$ cat config.mk
export PLATFORM = sky130hd
export DESIGN_NAME = prs_top
export DESIGN_NICKNAME = d
export VERILOG_FILES = /design/src/inc/prs_pkg.sv /design/src/rtl/prs_top.sv
export SDC_FILE = /design/constraint.sdc
export NUM_CORES = 1
export LEC_CHECK = 0
export BUFFER_PORTS_ARGS = -buffer_cell sky130_fd_sc_hd__buf_2
export CELL_PAD_IN_SITES_DETAIL_PLACEMENT = 1
export CELL_PAD_IN_SITES_GLOBAL_PLACEMENT = 2
export CORE_ASPECT_RATIO = 1.4
export CORE_MARGIN = 8
export CORE_UTILIZATION = 26
export CTS_CLUSTER_DIAMETER = 40
export DETAILED_ROUTE_END_ITERATION = 10
export PLACE_DENSITY = 0.84
export SETUP_SLACK_MARGIN = 0.02
export SLEW_MARGIN = 5
export SYNTH_ARGS = -nofsm -noshare
export SYNTH_HDL_FRONTEND = slang
export SYNTH_SLANG_ARGS = --single-unit
$ cat constraint.sdc
create_clock -name i_clk_sys -period 2.8 [get_ports i_clk_sys]
set_input_delay 0.28 -clock i_clk_sys [delete_from_list [all_inputs] [get_ports i_clk_sys]]
set_output_delay 0.28 -clock i_clk_sys [all_outputs]
set_load 0.1 [all_outputs]
$ cat src/inc/prs_pkg.sv
// Purpose: shared constants and types for the program run supervisor
// Assumes: 125 MHz system clock, Avalon-MM register slave with byte addresses
// Notes:   error codes other than the range-conversion code are arbitrary values
package prs_pkg;

    ////////////////////////////////////////////////////////////////////////////
    // timing
    localparam int unsigned CLK_HZ = 125_000_000;
    localparam int unsigned WDT_TICK_MS = 10;
    localparam int unsigned WDT_TICK_CYCLES = CLK_HZ / 1000 * WDT_TICK_MS;
    localparam int unsigned WDT_MIN_MS = 10;
    localparam int unsigned WDT_MAX_MS = 2000;
    localparam int unsigned WDT_DEFAULT_MS = 200;
    localparam int unsigned TICK_W = 8;
    localparam logic [TICK_W-1:0] WDT_MIN_TICKS = TICK_W'(WDT_MIN_MS / WDT_TICK_MS);
    localparam logic [TICK_W-1:0] WDT_MAX_TICKS = TICK_W'(WDT_MAX_MS / WDT_TICK_MS);
    localparam logic [TICK_W-1:0] WDT_DEFAULT_TICKS = TICK_W'(WDT_DEFAULT_MS / WDT_TICK_MS);
    localparam logic [5:0] LED_BLINK_TICKS = 6'h32;

    ////////////////////////////////////////////////////////////////////////////
    // input points usable as remote run contact
    localparam int unsigned NUM_POINTS = 144;
    localparam int unsigned POINT_W = 8;
    localparam logic [POINT_W-1:0] LAST_POINT = 8'h8f;

    ////////////////////////////////////////////////////////////////////////////
    // register map (byte addresses)
    localparam int unsigned ADDR_W = 5;
    localparam logic [ADDR_W-1:0] OFS_CTRL = 5'h00;
    localparam logic [ADDR_W-1:0] OFS_CONTACT = 5'h04;
    localparam logic [ADDR_W-1:0] OFS_WDT = 5'h08;
    localparam logic [ADDR_W-1:0] OFS_STATUS = 5'h0c;
    localparam logic [ADDR_W-1:0] OFS_ERRCODE = 5'h10;

    // control bits
    localparam int unsigned CTRL_W = 3;
    localparam int unsigned CTRL_HOST_STOP = 0;
    localparam int unsigned CTRL_CONTACT_EN = 1;
    localparam int unsigned CTRL_BCD_STOP = 2;
    localparam logic [CTRL_W-1:0] CTRL_RESET = 3'h0;

    // status bits
    localparam int unsigned STAT_RUN = 0;
    localparam int unsigned STAT_STOPPED = 1;
    localparam int unsigned STAT_FAULT = 2;
    localparam int unsigned STAT_DIAG = 3;
    localparam int unsigned STAT_SELF = 4;
    localparam int unsigned STAT_WDT = 5;

    ////////////////////////////////////////////////////////////////////////////
    // error codes
    localparam int unsigned CODE_W = 16;
    localparam logic [CODE_W-1:0] ERR_NONE = 16'h0000;
    localparam logic [CODE_W-1:0] ERR_BCD_RANGE = 16'h0032;
    localparam logic [CODE_W-1:0] ERR_WDT = 16'h0100;
    localparam logic [CODE_W-1:0] ERR_INIT = 16'h0101;
    localparam logic [CODE_W-1:0] ERR_HW = 16'h0102;

    ////////////////////////////////////////////////////////////////////////////
    // types
    typedef enum logic [3:0] {
        PRS_RUN = 4'h1,
        PRS_DRAIN = 4'h2,
        PRS_STOP = 4'h4,
        PRS_FAULT = 4'h8
    } prs_state_e;

    typedef struct packed {
        logic valid;
        logic stop_class;
        logic force_stop;
        logic [CODE_W-1:0] code;
    } prs_err_s;

endpackage : prs_pkg

$ cat src/rtl/prs_top.sv
// Purpose: run/stop supervisor, scan watchdog and error handling of a program engine
// Assumes: all inputs synchronous to i_clk_sys; scan strobes are one-cycle pulses
// Notes:   registers over Avalon-MM, one wait state on every access
//
// What this block does
// - master enable level selects run or stop
// - remote requests act only with master on
// - remote stop waits for scan end
// - remote run restarts at step 0
// - remote contact on means stop
// - any point X0 to X8F selectable
// - any single stop source forces stop
// - run again only when all sources run
// - stop halts program, all outputs off
// - watchdog 10 to 2000 ms, default 200
// - watchdog restarts after end processing
// - timeout on late scan or hardware fail
// - timeout: outputs off, blink, flag, code
// - diagnose at reset, instruction and end
// - stop-class error halts at once
// - continue-class error skips to next step
// - some errors stop despite continue setting
// - operation error sets flag and code
// - range conversion error code 50, selectable
// - diagnostic error flags are sticky
`timescale 1ns/1ps
`default_nettype none

module prs_top
    import prs_pkg::*;
#(
    parameter int unsigned P_TICK_CYCLES = WDT_TICK_CYCLES
)
(
    // clock and reset
    input wire logic i_clk_sys,
    input wire logic i_reset_n,
    // run contacts and engine events
    input wire logic i_master_run_enable,
    input wire logic [NUM_POINTS-1:0] i_input_points,
    input wire logic i_scan_end,
    input wire logic i_end_done,
    input wire logic i_hw_fail,
    input wire logic i_init_fail,
    input wire prs_err_s i_op_err,
    input wire logic i_bcd_overflow,
    // engine control
    output logic o_engine_run,
    output logic o_restart_step0,
    output logic o_outputs_enable,
    output logic o_skip_step,
    output logic o_run_led,
    output logic o_wdt_timeout,
    // avalon-mm slave
    input wire logic [ADDR_W-1:0] i_avs_address,
    input wire logic i_avs_read,
    input wire logic i_avs_write,
    input wire logic [31:0] i_avs_writedata,
    input wire logic [3:0] i_avs_byteenable,
    output logic [31:0] o_avs_readdata,
    output logic o_avs_waitrequest
);

    localparam int unsigned PRESC_W = $clog2(P_TICK_CYCLES + 1);
    localparam logic [PRESC_W-1:0] PRESC_LAST = PRESC_W'(P_TICK_CYCLES - 1);

    ////////////////////////////////////////////////////////////////////////////
    // declarations
    prs_state_e state_reg, state_next;
    logic [CTRL_W-1:0] ctrl_reg, ctrl_next;
    logic [POINT_W-1:0] contact_sel_reg, contact_sel_next;
    logic [TICK_W-1:0] wdt_set_reg, wdt_set_next;
    logic diag_error_flag_reg, diag_error_flag_next;
    logic self_diag_error_flag_reg, self_diag_error_flag_next;
    logic [CODE_W-1:0] diag_error_code_reg, diag_error_code_next;
    logic wdt_to_reg, wdt_to_next;
    logic [PRESC_W-1:0] presc_reg, presc_next;
    logic [TICK_W-1:0] tick_cnt_reg, tick_cnt_next;
    logic [5:0] blink_cnt_reg, blink_cnt_next;
    logic blink_reg, blink_next;
    logic restart_reg, restart_next;
    logic skip_reg, skip_next;
    logic [31:0] rdata_reg, rdata_next;
    logic waitreq_reg, waitreq_next;
    logic contact_stop, host_stop, remote_stop, running, tick;
    logic wdt_event, self_event, op_stop, op_skip, bcd_hit;
    logic bus_req, wr_take, wr_lane0;
    logic [5:0] status_vec;

    ////////////////////////////////////////////////////////////////////////////
    // remote stop sources
    // contact point select
    // out-of-range selections read as an open contact, so they never force stop
    always_comb
    begin
        contact_stop = 1'b0;
        if (ctrl_reg[CTRL_CONTACT_EN] && contact_sel_reg <= LAST_POINT)
        begin
            contact_stop = i_input_points[contact_sel_reg];
        end
    end

    assign host_stop = ctrl_reg[CTRL_HOST_STOP];
    assign remote_stop = contact_stop | host_stop;
    assign running = (state_reg == PRS_RUN) || (state_reg == PRS_DRAIN);

    ////////////////////////////////////////////////////////////////////////////
    // self-diagnostic events
    // late scan or hardware
    assign wdt_event = running && ((tick_cnt_reg >= wdt_set_reg) || i_hw_fail);
    assign self_event = wdt_event || (state_reg == PRS_STOP && i_init_fail);
    assign op_stop = running && i_op_err.valid && (i_op_err.stop_class || i_op_err.force_stop);
    assign bcd_hit = running && i_bcd_overflow;
    assign op_skip = running && ((i_op_err.valid && !op_stop) ||
                                 (i_bcd_overflow && !ctrl_reg[CTRL_BCD_STOP]));

    ////////////////////////////////////////////////////////////////////////////
    // run/stop state machine
    always_comb
    begin
        state_next = state_reg;
        restart_next = 1'b0;
        case (state_reg)
            PRS_RUN:
            begin
                if (remote_stop)
                begin
                    state_next = PRS_DRAIN;
                end
            end
            PRS_DRAIN:
            begin
                if (i_scan_end)
                begin
                    state_next = PRS_STOP;
                end
            end
            PRS_STOP:
            begin
                if (i_master_run_enable && !remote_stop && !i_init_fail)
                begin
                    state_next = PRS_RUN;
                    restart_next = 1'b1;
                end
            end
            PRS_FAULT:
            begin
                state_next = PRS_FAULT;
            end
            default:
            begin
                state_next = PRS_STOP;
            end
        endcase
        if (self_event || op_stop || (bcd_hit && ctrl_reg[CTRL_BCD_STOP]))
        begin
            state_next = PRS_FAULT;
            restart_next = 1'b0;
        end
        else if (!i_master_run_enable && state_reg != PRS_FAULT)
        begin
            state_next = PRS_STOP;
            restart_next = 1'b0;
        end
    end

    always_ff @(posedge i_clk_sys or negedge i_reset_n)
    begin
        if (!i_reset_n)
        begin
            state_reg <= PRS_STOP;
            restart_reg <= 1'b0;
            o_engine_run <= 1'b0;
            o_outputs_enable <= 1'b0;
        end
        else
        begin
            state_reg <= state_next;
            restart_reg <= restart_next;
            o_engine_run <= (state_next == PRS_RUN) || (state_next == PRS_DRAIN);
            o_outputs_enable <= (state_next == PRS_RUN) || (state_next == PRS_DRAIN);
        end
    end

    assign o_restart_step0 = restart_reg;

    ////////////////////////////////////////////////////////////////////////////
    // watchdog: prescaler gives 10 ms ticks, tick count compared with setting
    always_comb
    begin
        tick = (presc_reg == PRESC_LAST);
        presc_next = tick ? '0 : presc_reg + 1'b1;
        tick_cnt_next = tick_cnt_reg;
        // prescaler keeps running in fault, where it paces the blinking indicator
        if ((!running && state_reg != PRS_FAULT) || i_end_done)
        begin
            presc_next = '0;
        end
        if (!running || i_end_done)
        begin
            tick_cnt_next = '0;
        end
        else if (tick && tick_cnt_reg != WDT_MAX_TICKS)
        begin
            tick_cnt_next = tick_cnt_reg + 1'b1;
        end
        // timeout signal holds until reset
        wdt_to_next = wdt_to_reg | wdt_event;
    end

    always_ff @(posedge i_clk_sys or negedge i_reset_n)
    begin
        if (!i_reset_n)
        begin
            presc_reg <= '0;
            tick_cnt_reg <= '0;
            wdt_to_reg <= 1'b0;
        end
        else
        begin
            presc_reg <= presc_next;
            tick_cnt_reg <= tick_cnt_next;
            wdt_to_reg <= wdt_to_next;
        end
    end

    assign o_wdt_timeout = wdt_to_reg;

    ////////////////////////////////////////////////////////////////////////////
    // run indicator: steady in run, blinking after a stop-class fault
    // blink uses the free-running tick only in fault, where the watchdog is idle
    always_comb
    begin
        blink_cnt_next = blink_cnt_reg;
        blink_next = blink_reg;
        if (state_reg != PRS_FAULT)
        begin
            blink_cnt_next = '0;
            // indicator goes dark at once on a fault, then toggles
            blink_next = 1'b0;
        end
        else if (tick)
        begin
            blink_cnt_next = (blink_cnt_reg == LED_BLINK_TICKS) ? '0 : blink_cnt_reg + 1'b1;
            blink_next = (blink_cnt_reg == LED_BLINK_TICKS) ? !blink_reg : blink_reg;
        end
    end

    always_ff @(posedge i_clk_sys or negedge i_reset_n)
    begin
        if (!i_reset_n)
        begin
            blink_cnt_reg <= '0;
            blink_reg <= 1'b0;
            o_run_led <= 1'b0;
        end
        else
        begin
            blink_cnt_reg <= blink_cnt_next;
            blink_reg <= blink_next;
            o_run_led <= running ? 1'b1 : (state_reg == PRS_FAULT) & blink_reg;
        end
    end

    ////////////////////////////////////////////////////////////////////////////
    // error flags and code; a hardware set wins over a software clear
    assign bus_req = i_avs_read | i_avs_write;
    assign wr_take = i_avs_write && !waitreq_reg;
    assign wr_lane0 = wr_take && i_avs_byteenable[0];

    always_comb
    begin
        diag_error_flag_next = diag_error_flag_reg;
        self_diag_error_flag_next = self_diag_error_flag_reg;
        diag_error_code_next = diag_error_code_reg;
        skip_next = op_skip;
        if (wr_lane0 && i_avs_address == OFS_STATUS)
        begin
            // write one to clear
            if (i_avs_writedata[STAT_DIAG])
            begin
                diag_error_flag_next = 1'b0;
            end
            if (i_avs_writedata[STAT_SELF])
            begin
                self_diag_error_flag_next = 1'b0;
            end
        end
        if (bcd_hit)
        begin
            diag_error_flag_next = 1'b1;
            diag_error_code_next = ERR_BCD_RANGE;
        end
        if (running && i_op_err.valid)
        begin
            diag_error_flag_next = 1'b1;
            diag_error_code_next = i_op_err.code;
        end
        if (self_event)
        begin
            self_diag_error_flag_next = 1'b1;
            diag_error_flag_next = 1'b1;
            diag_error_code_next = !running ? ERR_INIT : (i_hw_fail ? ERR_HW : ERR_WDT);
        end
    end

    always_ff @(posedge i_clk_sys or negedge i_reset_n)
    begin
        if (!i_reset_n)
        begin
            diag_error_flag_reg <= 1'b0;
            self_diag_error_flag_reg <= 1'b0;
            diag_error_code_reg <= ERR_NONE;
            skip_reg <= 1'b0;
        end
        else
        begin
            diag_error_flag_reg <= diag_error_flag_next;
            self_diag_error_flag_reg <= self_diag_error_flag_next;
            diag_error_code_reg <= diag_error_code_next;
            skip_reg <= skip_next;
        end
    end

    assign o_skip_step = skip_reg;

    ////////////////////////////////////////////////////////////////////////////
    // avalon-mm slave: one wait state, write and read data at the second edge
    assign status_vec = {wdt_to_reg, self_diag_error_flag_reg, diag_error_flag_reg,
                         state_reg == PRS_FAULT, state_reg == PRS_STOP, running};

    always_comb
    begin
        ctrl_next = ctrl_reg;
        contact_sel_next = contact_sel_reg;
        wdt_set_next = wdt_set_reg;
        waitreq_next = !(bus_req && waitreq_reg);
        rdata_next = '0;
        if (wr_lane0 && i_avs_address == OFS_CTRL)
        begin
            ctrl_next = i_avs_writedata[CTRL_W-1:0];
        end
        if (wr_lane0 && i_avs_address == OFS_CONTACT)
        begin
            contact_sel_next = i_avs_writedata[POINT_W-1:0];
        end
        if (wr_lane0 && i_avs_address == OFS_WDT)
        begin
            if (i_avs_writedata[TICK_W-1:0] < WDT_MIN_TICKS)
            begin
                wdt_set_next = WDT_MIN_TICKS;
            end
            else if (i_avs_writedata[TICK_W-1:0] > WDT_MAX_TICKS)
            begin
                wdt_set_next = WDT_MAX_TICKS;
            end
            else
            begin
                wdt_set_next = i_avs_writedata[TICK_W-1:0];
            end
        end
        if (i_avs_read && waitreq_reg)
        begin
            case (i_avs_address)
                OFS_CTRL: rdata_next = {29'h0, ctrl_reg};
                OFS_CONTACT: rdata_next = {24'h0, contact_sel_reg};
                OFS_WDT: rdata_next = {24'h0, wdt_set_reg};
                OFS_STATUS: rdata_next = {26'h0, status_vec};
                OFS_ERRCODE: rdata_next = {16'h0, diag_error_code_reg};
                default: rdata_next = '0;
            endcase
        end
        else if (!waitreq_reg)
        begin
            rdata_next = rdata_reg;
        end
    end

    always_ff @(posedge i_clk_sys or negedge i_reset_n)
    begin
        if (!i_reset_n)
        begin
            ctrl_reg <= CTRL_RESET;
            contact_sel_reg <= '0;
            wdt_set_reg <= WDT_DEFAULT_TICKS;
            waitreq_reg <= 1'b1;
            rdata_reg <= '0;
        end
        else
        begin
            ctrl_reg <= ctrl_next;
            contact_sel_reg <= contact_sel_next;
            wdt_set_reg <= wdt_set_next;
            waitreq_reg <= waitreq_next;
            rdata_reg <= rdata_next;
        end
    end

    assign o_avs_waitrequest = waitreq_reg;
    assign o_avs_readdata = rdata_reg;

    ////////////////////////////////////////////////////////////////////////////
    // assertions
    master_off_stop_a: assert property (@(posedge i_clk_sys) disable iff (!i_reset_n)
        !i_master_run_enable |=> !o_engine_run)
        else $error("engine still runs with master enable off");

    remote_gate_a: assert property (@(posedge i_clk_sys) disable iff (!i_reset_n)
        !i_master_run_enable |=> !o_restart_step0)
        else $error("restart issued with master enable off");

    drain_hold_a: assert property (@(posedge i_clk_sys) disable iff (!i_reset_n)
        (state_reg == PRS_DRAIN && !i_scan_end && i_master_run_enable && !self_event
         && !op_stop && !bcd_hit) |=> state_reg == PRS_DRAIN)
        else $error("stop taken before scan end");

    restart_step0_a: assert property (@(posedge i_clk_sys) disable iff (!i_reset_n)
        (state_reg == PRS_STOP ##1 state_reg == PRS_RUN) |-> o_restart_step0 ##1 !o_restart_step0)
        else $error("return to run without single restart pulse");

    contact_stop_a: assert property (@(posedge i_clk_sys) disable iff (!i_reset_n)
        (state_reg == PRS_RUN && remote_stop && i_master_run_enable && !self_event
         && !op_stop && !bcd_hit) |=> state_reg == PRS_DRAIN ##0 o_engine_run)
        else $error("remote stop request not taken");

    release_all_a: assert property (@(posedge i_clk_sys) disable iff (!i_reset_n)
        (state_reg == PRS_STOP && remote_stop) |=> state_reg != PRS_RUN)
        else $error("run resumed while a stop source remains");

    stop_outputs_a: assert property (@(posedge i_clk_sys) disable iff (!i_reset_n)
        (state_reg == PRS_STOP || state_reg == PRS_FAULT) |-> !o_outputs_enable && !o_engine_run)
        else $error("outputs enabled while stopped");

    wdt_fault_a: assert property (@(posedge i_clk_sys) disable iff (!i_reset_n)
        wdt_event |=> o_wdt_timeout && !o_outputs_enable && self_diag_error_flag_reg
        ##1 o_wdt_timeout && !o_run_led)
        else $error("watchdog timeout not handled");

    wdt_restart_a: assert property (@(posedge i_clk_sys) disable iff (!i_reset_n)
        i_end_done |=> tick_cnt_reg == '0 && presc_reg == '0)
        else $error("watchdog count not restarted after end");

    force_stop_a: assert property (@(posedge i_clk_sys) disable iff (!i_reset_n)
        (running && i_op_err.valid && i_op_err.force_stop) |=> state_reg == PRS_FAULT && !o_skip_step)
        else $error("forced stop error did not halt");

    skip_step_a: assert property (@(posedge i_clk_sys) disable iff (!i_reset_n)
        (running && i_op_err.valid && !i_op_err.stop_class && !i_op_err.force_stop
         && !self_event && !i_bcd_overflow) |=> o_skip_step && o_engine_run)
        else $error("continue error did not skip");

    bcd_code_a: assert property (@(posedge i_clk_sys) disable iff (!i_reset_n)
        (bcd_hit && !i_op_err.valid && !self_event) |=> diag_error_code_reg == ERR_BCD_RANGE
        && diag_error_flag_reg)
        else $error("range error code not stored");

    diag_sticky_a: assert property (@(posedge i_clk_sys) disable iff (!i_reset_n)
        (diag_error_flag_reg && !(wr_lane0 && i_avs_address == OFS_STATUS)) |=> diag_error_flag_reg)
        else $error("diagnostic flag dropped without clear");

endmodule : prs_top

`default_nettype wire

==> out/qor.csv, run 1 <==
stage;metric;value;unit
run_status;outcome;finished, final reports clean;
synth;largest family of logic cells by synthesized area;multiplexers;
die;Initial Util;0.263;
worst_setup_path;Critical-path top delay cell;mux4_1;
timing;Layout Skew;12.8;ps
routing;initial drt markers;220;
routing;Vias;5706;
pwr;sw power;1410;uW
synth;Netlist Area Pre-Place;6230;sq um
worst_setup_path;worst-path cell chain;clkbuf_2 -> buf_4 -> mux4_1 -> mux4_2 -> nand3_1 -> a32oi_1 -> a21oi_2 -> buf_4 -> and3_4 -> o21a_1;
min_path;Tightest Hold Check Type;input port to register;
worst_setup_path;Bufs and invs on worst path;3;
worst_setup_path;Reg-to-Reg Start;contact_sel_reg[0];
global_routing;busiest layer in global routing;met2;
pwr;Peak supply drop;294;uV
worst_setup_path;crit end category;register;
worst_setup_path;CP Max Fanout;4;
pwr;PwrDens;512;nW/um^2
timing;fin crit share;0.947;
cts;Inserted Clock Buffers;9;
pwr;Clk pwr share;0.315;
pwr;Pleak;0.00373;uW
placement;port bufs;209;
run;number of max-cap violations;0;
global_routing;vias in the first global route;6276;
routing;vias per cell;4.93;
pwr;Seq pwr share;0.398;
synth;mux contribution to synthesized area;0.178;
synth;asr flop ratio synth;1.00;
synth;count of distinct cell types in the synthesized netlist;62;
die;Chip Width;147;microns
min_path;HP Start;i_avs_write;
cts;Worst-Skew Late Latency;350;ps
timing;Fin. Hold Viols;0;
die;I/O pins;253;
synth;adder-cell share of the synthesized area;0.0261;
final_layout;number of flip-flops in the largest register;21;
die;Die Span Y;199;microns
synth;Compound-Gate Fraction of Synth Area;0.125;
placement;DP Cell Count;1133;
die;# rows;67;
global_routing;Total GRT Usage;0.145;
worst_setup_path;Worst setup SP type;register;
pwr;Internal Power;2730;uW
worst_setup_path;R2R Setup Slk;150;ps
worst_setup_path;R2R cell count;10;
synth;synthesized instance count;615;
timing;Hold WS;79.3;ps
synth;most common cell in the netlist;dfrtp_1;
synth;Yosys top cell by area;dfrtp_1;
routing;final wirelength;21700;microns
global_routing;met1 GRT Util;0.149;
cts;CTS clk-pin slew, worst paths;80;ps
worst_setup_path;RR Endpoint;o_outputs_enable;
die;Core ar.;23700;sq um
worst_setup_path;CP Launch Point;contact_sel_reg[0];
timing;Final TNS setup;0;ps
final_layout;# nets final;1067;
synth;top cells by area, synth;dfrtp_1, mux4_2, nor2_1;
cts;CTS tree;yes;
final_layout;fin cells;1158;
routing;ANT nets after route;0;
cts;clock tree root driver cell;clkbuf_16;
placement;Final Wtd Congestion;0.869;
global_routing;first-pass GRT wire length;33800;microns
worst_setup_path;critical path's largest stage delay;550;ps
global_routing;largest net degree at the start of global routing;48;
cts;Clock Path Buffers;2;
timing;crit path time final;2650;ps
global_routing;Overflow after GRT;0;
timing;Final Max Slew Viols;0;
routing;Routed WL per cell;18.7;microns
global_routing;met2 Usage GRT;0.276;
worst_setup_path;Setup CP Type;register to register;
worst_setup_path;stages on the worst setup path;10;
pwr;Sw Ratio;0.341;
worst_setup_path;top cell family by delay on the critical path;multiplexers;
timing;measured slew at the worst slew-check pin;615;ps
worst_setup_path;Required @ worst endpoint;3090;ps
global_routing;initial antenna violation count;3;
timing;Final setup viols;0;
worst_setup_path;Top cell by count, worst path;buf_4;
global_routing;M3 GR Usage;0.0335;
timing;Peak Freq;377;MHz
synth;number of synthesized flops with an enable pin;0;
timing;Slew HR;0.590;
synth;XOR/XNOR share of the synthesized area;0.0380;
routing;drt drc;0;
synth;Yosys warnings;0;
synth;syn avg cell area;10.1;sq um
timing;RSZ-0062 raised after global routing;false;
synth;post-synthesis register bit count;99;
final_layout;fraction of layout cells with a size suffix above 1;0.385;
pwr;Logic pwr share;0.286;
die;Die ar.;29200;sq um
synth;post-synthesis simple-gate area fraction;0.173;
synth;top post-synthesis cells by count;dfrtp_1, nor2_1, nand2_1;
final_layout;FILL cells;2842;
synth;Most used DFF post-synth;dfrtp_1;
placement;DP HPWL;18000;microns
worst_setup_path;worst path arrival time;2940;ps
synth;Yosys top cell area share;0.382;
worst_setup_path;Critical Path End;o_outputs_enable;
synth;Seq/Total Area, Yosys;0.398;
cts;H-tree depth reported by CTS;3;
cts;Clock Sink Count;99;
routing;DRT Pass-1 Iters;4;
final_layout;area delta synth->final;30.0;%
## power groups by stage
stage               clock [uW]  combinational [uW]  sequential, uW
CTS                       1340                1180            1660
finish                    1310                1190            1650
detailed placement           0                1170            1680
global route              1380                1280            1670
floorplan                    0                 687            1730
global placement             0                1150            1680
## per-layer routing
| layer | vias to the layer above | part of all wire |
|---|---|---|
| li1 | 2675 | - |
| met2 | 192 | 0.54 |
| met1 | 2800 | 0.37 |
| met3 | 39 | 0.056 |
| met5 | - | 0 |
| met4 | 0 | 0.031 |
## area by class of cell
class / instances / area, sq um / area share
clock inverter: 7 / 82.6 / 0.0102
multi-input combinational: 455 / 3430 / 0.424
inverter: 28 / 105 / 0.0130
antenna: 3 / 7.51 / 0.000927
tap: 310 / 388 / 0.0479
timing repair buffer: 247 / 1370 / 0.169
sequential: 99 / 2490 / 0.307
clock buffer: 9 / 225 / 0.0278
## cells by family (layout without fill, tap and decap cells)
group | after synthesis | in the layout
other | 1 | 19
AND/OR/NAND/NOR | 219 | 219
multiplexers | 68 | 68
XOR/XNOR | 27 | 27
adder cells (fa/ha/maj) | 13 | 13
AO/OA/AOI/OAI | 112 | 112
flip-flops | 99 | 99
buffers and inverters | 76 | 291
## per-stage QoR
stage / util / worst slack (ps) / area (sq um) / power [uW]
after floorplan: - / 195 / 6290 / 2410
after global placement: 0.325 / 126 / 7720 / 2830
after detailed placement: 0.325 / 110 / 7720 / 2860
after CTS: 0.339 / 84.9 / 8040 / 4180
after global routing: 0.341 / 42.2 / 8100 / 4340
final: 0.341 / 147 / 8100 / 4140
## worst min path at each step
stage,to,depth (start not counted)
after global routing,o_avs_waitrequest,2
after floorplan,blink_cnt_reg[0],0
final,o_avs_waitrequest,2
after global placement,o_avs_readdata[14],1
after CTS,o_avs_waitrequest,2
after detailed placement,o_avs_readdata[14],1
## cell usage in the layout (no fill, tap or decap), drive strengths merged, types with 11 or more instances in the layout
cell type and count:
xnor2 14, o22ai 11, conb 16, mux2i 16, dfrtp 95, nor2 66
inv 31, o21ai 33, nand2 47, a21oi 12, mux4 32, and3 16
xor2 13, mux2 20, nand4 11, nand3 24, ha 13, buf 245
a22o 14
## repair_timing
| item | CTS | global route |
|---|---|---|
| setup buffers | 0 | 5 |
| resized for setup | 0 | 1 |
| hold buffers | 1 | 0 |
| hold endpoints to repair | 44 | 0 |
| setup endpoints to repair | 0 | 2 |
Note: power is estimated with default switching activity, not from simulation.
==> run 2, diff against run 1 <==
PLACE_DENSITY = 0.87   (was 0.84)
==> run 2 against run 1 <==
  * The flow now finishes with violations (hold timing)
  * First-iteration DRC count increased by 17%
  * Highest routed layer unchanged
  * Critical path depth unchanged
  * Non-clock buffer count decreased by 3
  * Final cell count decreased by 0.43%
  * Die area unchanged
  * Clock skew decreased by 3.7 ps
  * Clock power decreased by 8%
  * Critical endpoint unchanged
  * Critical path type unchanged
  * Sequential power about the same
  * Worst hold slack got worse by 93 ps
  * Largest power group unchanged
  * Wire length increased by 4.3%
  * Count of clock-buffer cells in the layout unchanged
==> out/qor.csv, run 2 (synthesized netlist as in run 1, its figures left out) <==
stage;metric;value;unit
run_status;outcome;finished with violations;
run_status;failing checks;hold timing;
pwr;Sw Ratio;0.347;
placement;port bufs;209;
pwr;PwrDens;500;nW/um^2
cts;hold buffers post-CTS;0;
placement;DP HPWL;18400;microns
cts;clock tree root driver cell;clkbuf_16;
cts;Inserted Clock Buffers;9;
pwr;Peak supply drop;329;uV
routing;Vias;5746;
routing;vias per cell;4.98;
routing;DRT Pass-1 Iters;4;
worst_setup_path;Critical-path top delay cell;mux4_2;
final_layout;fraction of layout cells with a size suffix above 1;0.387;
timing;Peak Freq;374;MHz
worst_setup_path;R2R Setup Slk;130;ps
global_routing;largest net degree at the start of global routing;55;
routing;Routed WL per cell;19.6;microns
cts;H-tree depth reported by CTS;3;
timing;Hold WS;-13.3;ps
worst_setup_path;Required @ worst endpoint;3080;ps
timing;Layout Skew;9.14;ps
global_routing;initial antenna violation count;1;
run;number of max-cap violations;0;
final_layout;area delta synth->final;30.0;%
final_layout;FILL cells;2814;
die;Core ar.;23700;sq um
worst_setup_path;CP Launch Point;contact_sel_reg[0];
die;Initial Util;0.263;
final_layout;most frequent cells in the layout;buf_2, dfrtp_1, nor2_1;
pwr;Clk pwr share;0.296;
global_routing;Total GRT Usage;0.150;
worst_setup_path;worst path arrival time;2960;ps
die;# rows;67;
final_layout;commonest non-fill, non-tap cell in the layout;buf_2;
worst_setup_path;stages on the worst setup path;10;
pwr;sw power;1410;uW
cts;CTS tree;yes;
die;I/O pins;253;
timing;Final TNS setup;0;ps
die;Die Span Y;199;microns
worst_setup_path;top cell family by delay on the critical path;compound AO/OA/AOI/OAI gates;
pwr;Seq pwr share;0.409;
timing;measured slew at the worst slew-check pin;722;ps
routing;ANT nets after route;0;
global_routing;Overflow after GRT;0;
cts;Worst-Skew Late Latency;350;ps
worst_setup_path;CP Max Fanout;4;
pwr;Logic pwr share;0.295;
worst_setup_path;Setup CP Type;register to register;
global_routing;first-pass GRT wire length;34700;microns
cts;Clock Sink Count;99;
cts;Clock Path Buffers;2;
timing;Final Max Slew Viols;0;
final_layout;# nets final;1064;
timing;crit path time final;2670;ps
global_routing;vias in the first global route;6258;
timing;Final setup viols;0;
worst_setup_path;worst-path cell chain;buf_12 -> mux4_2 -> and3_4 -> a311o_1 -> o41ai_2 -> a32oi_2 -> a21oi_2 -> buf_6 -> and3_4 -> o21a_1;
min_path;Tightest Hold Check Type;input port to asynchronous set/reset pin;
routing;final wirelength;22600;microns
cts;CTS clk-pin slew, worst paths;70;ps
pwr;Internal Power;2640;uW
timing;fin crit share;0.954;
timing;Slew HR;0.518;
die;Die ar.;29200;sq um
routing;initial drt markers;258;
worst_setup_path;Top cell by count, worst path;and3_4;
worst_setup_path;crit end category;register;
placement;Final Wtd Congestion;0.845;
final_layout;Finished Core Util;0.341;
worst_setup_path;Reg-to-Reg Start;contact_sel_reg[0];
die;Chip Width;147;microns
worst_setup_path;critical path's largest stage delay;490;ps
worst_setup_path;RR Endpoint;o_outputs_enable;
pwr;Pleak;0.00372;uW
worst_setup_path;Worst setup SP type;register;
routing;drt drc;0;
timing;Fin. Hold Viols;19;
worst_setup_path;Bufs and invs on worst path;2;
worst_setup_path;R2R cell count;10;
final_layout;number of flip-flops in the largest register;21;
run 2: changes by cell type in the layout (fill, tap and decap cells not counted), moves of 2 or more:
cell | previous run | this run
buf_4 | 34 | 27
buf_6 | 0 | 3
buf_12 | 3 | 5
clkinvlp_4 | 2 | 0
diode_2 | 3 | 1
inv_6 | 2 | 4
run 2: layout make-up:
cell class / count / area, sq um / share of cell area
multi-input combinational: 455 / 3450 / 0.426
sequential: 99 / 2490 / 0.307
antenna: 1 / 2.50 / 0.000309
clock inverter: 7 / 57.6 / 0.00711
tap: 310 / 388 / 0.0479
clock buffer: 9 / 225 / 0.0278
inverter: 28 / 105 / 0.0130
timing repair buffer: 244 / 1380 / 0.171
run 2: power groups by stage:
| stage | sequential (uW) | combinational [uW] | clock (uW) |
|---|---|---|---|
| floorplan | 1730 | 687 | 0 |
| global placement | 1680 | 1150 | 0 |
| detailed placement | 1680 | 1180 | 0 |
| CTS | 1660 | 1180 | 1230 |
| global route | 1670 | 1290 | 1290 |
| finish | 1660 | 1190 | 1200 |
run 2: how the worst max path moves through the flow:
stage,to,slack (ps)
CTS,o_outputs_enable,30
global route,o_outputs_enable,-20
global placement,o_outputs_enable,-7
detailed placement,o_outputs_enable,40
finish,o_outputs_enable,130
floorplan,diag_error_code_reg[1],190
run 2: timing repair:
action,CTS,global route
endpoints found under the hold margin,0,0
resized for setup,1,6
endpoints found under the setup margin,1,3
pin swaps,0,6
buffers inserted,0,6
run 2: through the flow:
stage	std cells	worst slack [ps]	instance area (sq um)	total power, uW	hold slack [ps]
2_1_floorplan	630	195	6290	2410	-15.6
3_3_place_gp	1131	-6.96	7730	2830	384
3_5_place_dp	1131	35.9	7730	2860	387
4_1_cts	1147	28.8	8020	4070	3.35
5_1_grt	1153	-21.7	8100	4250	39.8
6_report	1153	129	8100	4050	-13.3
run 2: per-layer routing:
| layer | routed length [microns] | global-route usage |
|---|---|---|
| met3 | 1130 | 0.0320 |
| met2 | 12600 | 0.297 |
| met5 | 0 | 0 |
| met1 | 8420 | 0.153 |
| met4 | 459 | 0.0486 |
==> run 3, diff against run 2 <==
CORE_ASPECT_RATIO = unset   (was 1.4)
==> run 3 against run 2 <==
  * The run now ends clean
  * First-iteration DRC count grew 7.0%
  * Sequential share of layout area is essentially flat
  * Sequential cell count is the same
  * Die area shrank 0.24%
  * Total power grew 1.9%
  * Global-route usage grew 0.25 points
  * Utilization grew 0.37 points
  * Clock skew grew 4.4 ps
  * Sequential power is essentially flat
  * Worst hold slack gained 120 ps
  * Final cell count grew 0.95%
  * Register-to-register slack is essentially flat
==> out/qor.csv, run 3 (synthesized netlist as in run 1, its figures left out) <==
stage;metric;value;unit
die;Chip Width;171;microns
min_path;Tightest Hold Check Type;input port to register;
global_routing;largest net degree at the start of global routing;51;
final_layout;fraction of layout cells with a size suffix above 1;0.386;
worst_setup_path;worst path arrival time;2930;ps
timing;RSZ-0062 raised after global routing;false;
pwr;PwrDens;509;nW/um^2
placement;Final Wtd Congestion;0.847;
run_status;outcome;finished, final reports clean;
cts;clock tree root driver cell;clkbuf_16;
global_routing;initial antenna violation count;2;
final_layout;# nets final;1066;
placement;DP HPWL;18000;microns
cts;Inserted Clock Buffers;9;
worst_setup_path;Bufs and invs on worst path;4;
routing;ANT nets after route;0;
timing;measured slew at the worst slew-check pin;696;ps
global_routing;Overflow after GRT;0;
cts;H-tree depth reported by CTS;3;
pwr;Seq pwr share;0.401;
timing;fin crit share;0.954;
final_layout;area delta synth->final;30.0;%
placement;Cell Area, Placed;7710;sq um
worst_setup_path;Critical-path top delay cell;mux4_2;
pwr;Logic pwr share;0.285;
timing;Fin. Hold Viols;0;
routing;Routed WL per cell;18.9;microns
pwr;Sw Ratio;0.340;
global_routing;vias in the first global route;6267;
run;number of max-cap violations;0;
timing;Peak Freq;374;MHz
worst_setup_path;top cell family by delay on the critical path;compound AO/OA/AOI/OAI gates;
cts;CTS tree;yes;
worst_setup_path;critical path's largest stage delay;510;ps
pwr;Clk pwr share;0.314;
timing;Layout Skew;13.5;ps
worst_setup_path;CP Max Fanout;8;
timing;crit path time final;2670;ps
die;Die ar.;29200;sq um
worst_setup_path;Top cell by count, worst path;buf_4;
die;Initial Util;0.265;
final_layout;most frequent cells in the layout;buf_2, dfrtp_1, nor2_1;
cts;CTS clk-pin slew, worst paths;80;ps
die;# rows;56;
routing;vias per cell;4.86;
cts;Clock Path Buffers;2;
die;Core ar.;23500;sq um
routing;initial drt markers;276;
die;Die Span Y;171;microns
placement;port bufs;209;
final_layout;post-route cell area;8100;sq um
cts;Clock Sink Count;99;
timing;Slew HR;0.534;
global_routing;first-pass GRT wire length;35000;microns
pwr;Peak supply drop;249;uV
placement;DP Cell Count;1139;
cts;Worst-Skew Late Latency;350;ps
routing;Vias;5654;
final_layout;number of flip-flops in the largest register;21;
timing;Final Max Slew Viols;0;
worst_setup_path;Required @ worst endpoint;3060;ps
timing;Final setup viols;0;
final_layout;fin cells;1164;
final_layout;commonest non-fill, non-tap cell in the layout;buf_2;
global_routing;Total GRT Usage;0.153;
routing;final wirelength;22000;microns
pwr;sw power;1400;uW
pwr;Pleak;0.00372;uW
worst_setup_path;crit end category;register;
routing;DRT Pass-1 Iters;8;
worst_setup_path;Worst setup SP type;register;
worst_setup_path;worst-path cell chain;buf_4 -> buf_4 -> mux2i_1 -> mux4_2 -> a31oi_1 -> nand3_1 -> a32oi_2 -> a21oi_2 -> buf_4 -> buf_4 -> a311oi_1;
worst_setup_path;Setup CP Type;register to register;
die;I/O pins;253;
pwr;Internal Power;2720;uW
final_layout;Finished Core Util;0.345;
routing;drt drc;0;
[run 3: cell types whose count changed in the layout (fill, tap and decap cells not counted), sizes merged]
cell,change
inv,-3
clkbuf,-1
buf,+2
bufinv,+1
clkinvlp,+2
dlygate4sd3,+1
[run 3: power groups by stage]
stage	clock network, uW	logic (uW)	registers (uW)
after floorplan	0	687	1730
after global placement	0	1140	1680
after detailed placement	0	1160	1680
after CTS	1350	1170	1660
after global routing	1390	1280	1670
final	1290	1180	1650
[run 3: cell type report]
cell class              instances  area [sq um]
clock buffers                   9           225
diodes                          1          2.50
inverters                      28           105
repair buffers                246          1350
flip-flops and latches         99          2480
well taps                     319           399
clock inverters                 7          87.6
multi-input cells             455          3440
fillers                      2776         15400
[run 3: path summary, 6_finish.rpt]
path,start,endpoint,slack [ps],cells past startpoint
setup / recovery,contact_sel_reg[1],state_reg[2],130,11
min in group asynchronous,i_reset_n,presc_reg[9],510,2
hold reg to reg,presc_reg[0],presc_reg[0],470,1
max in group asynchronous,i_reset_n,o_avs_waitrequest,1520,3
setup reg to reg,contact_sel_reg[1],state_reg[2],130,11
hold / removal,i_avs_write,o_avs_waitrequest,110,2
[run 3: repair_timing]
item                                    in CTS  in global routing
hold buffers                                 1                  0
setup buffers                                2                  5
endpoints found under the setup margin       4                  4
gates resized for setup                      0                  2
pin swaps                                    0                  1
hold endpoints to repair                    36                  0
[run 3: per-layer routing]
| metal | vias up | track usage | share of wire |
|---|---|---|---|
| li1 | 2672 | - | - |
| met1 | 2822 | 0.191 | 0.42 |
| met2 | 126 | 0.262 | 0.50 |
| met3 | 32 | 0.0325 | 0.052 |
| met4 | 2 | 0.0450 | 0.023 |
| met5 | - | 0 | 0.00045 |
[run 3: metrics by stage]
step	worst slack (ps)	power [uW]	TNS [ps]	hold WS, ps
floorplan	195	2410	0	-15.6
global placement	-10.0	2820	-10.0	371
detailed placement	-66.0	2850	-148	375
CTS	41.2	4180	0	86.7
global route	17.1	4340	0	109
finish	130	4120	0	108
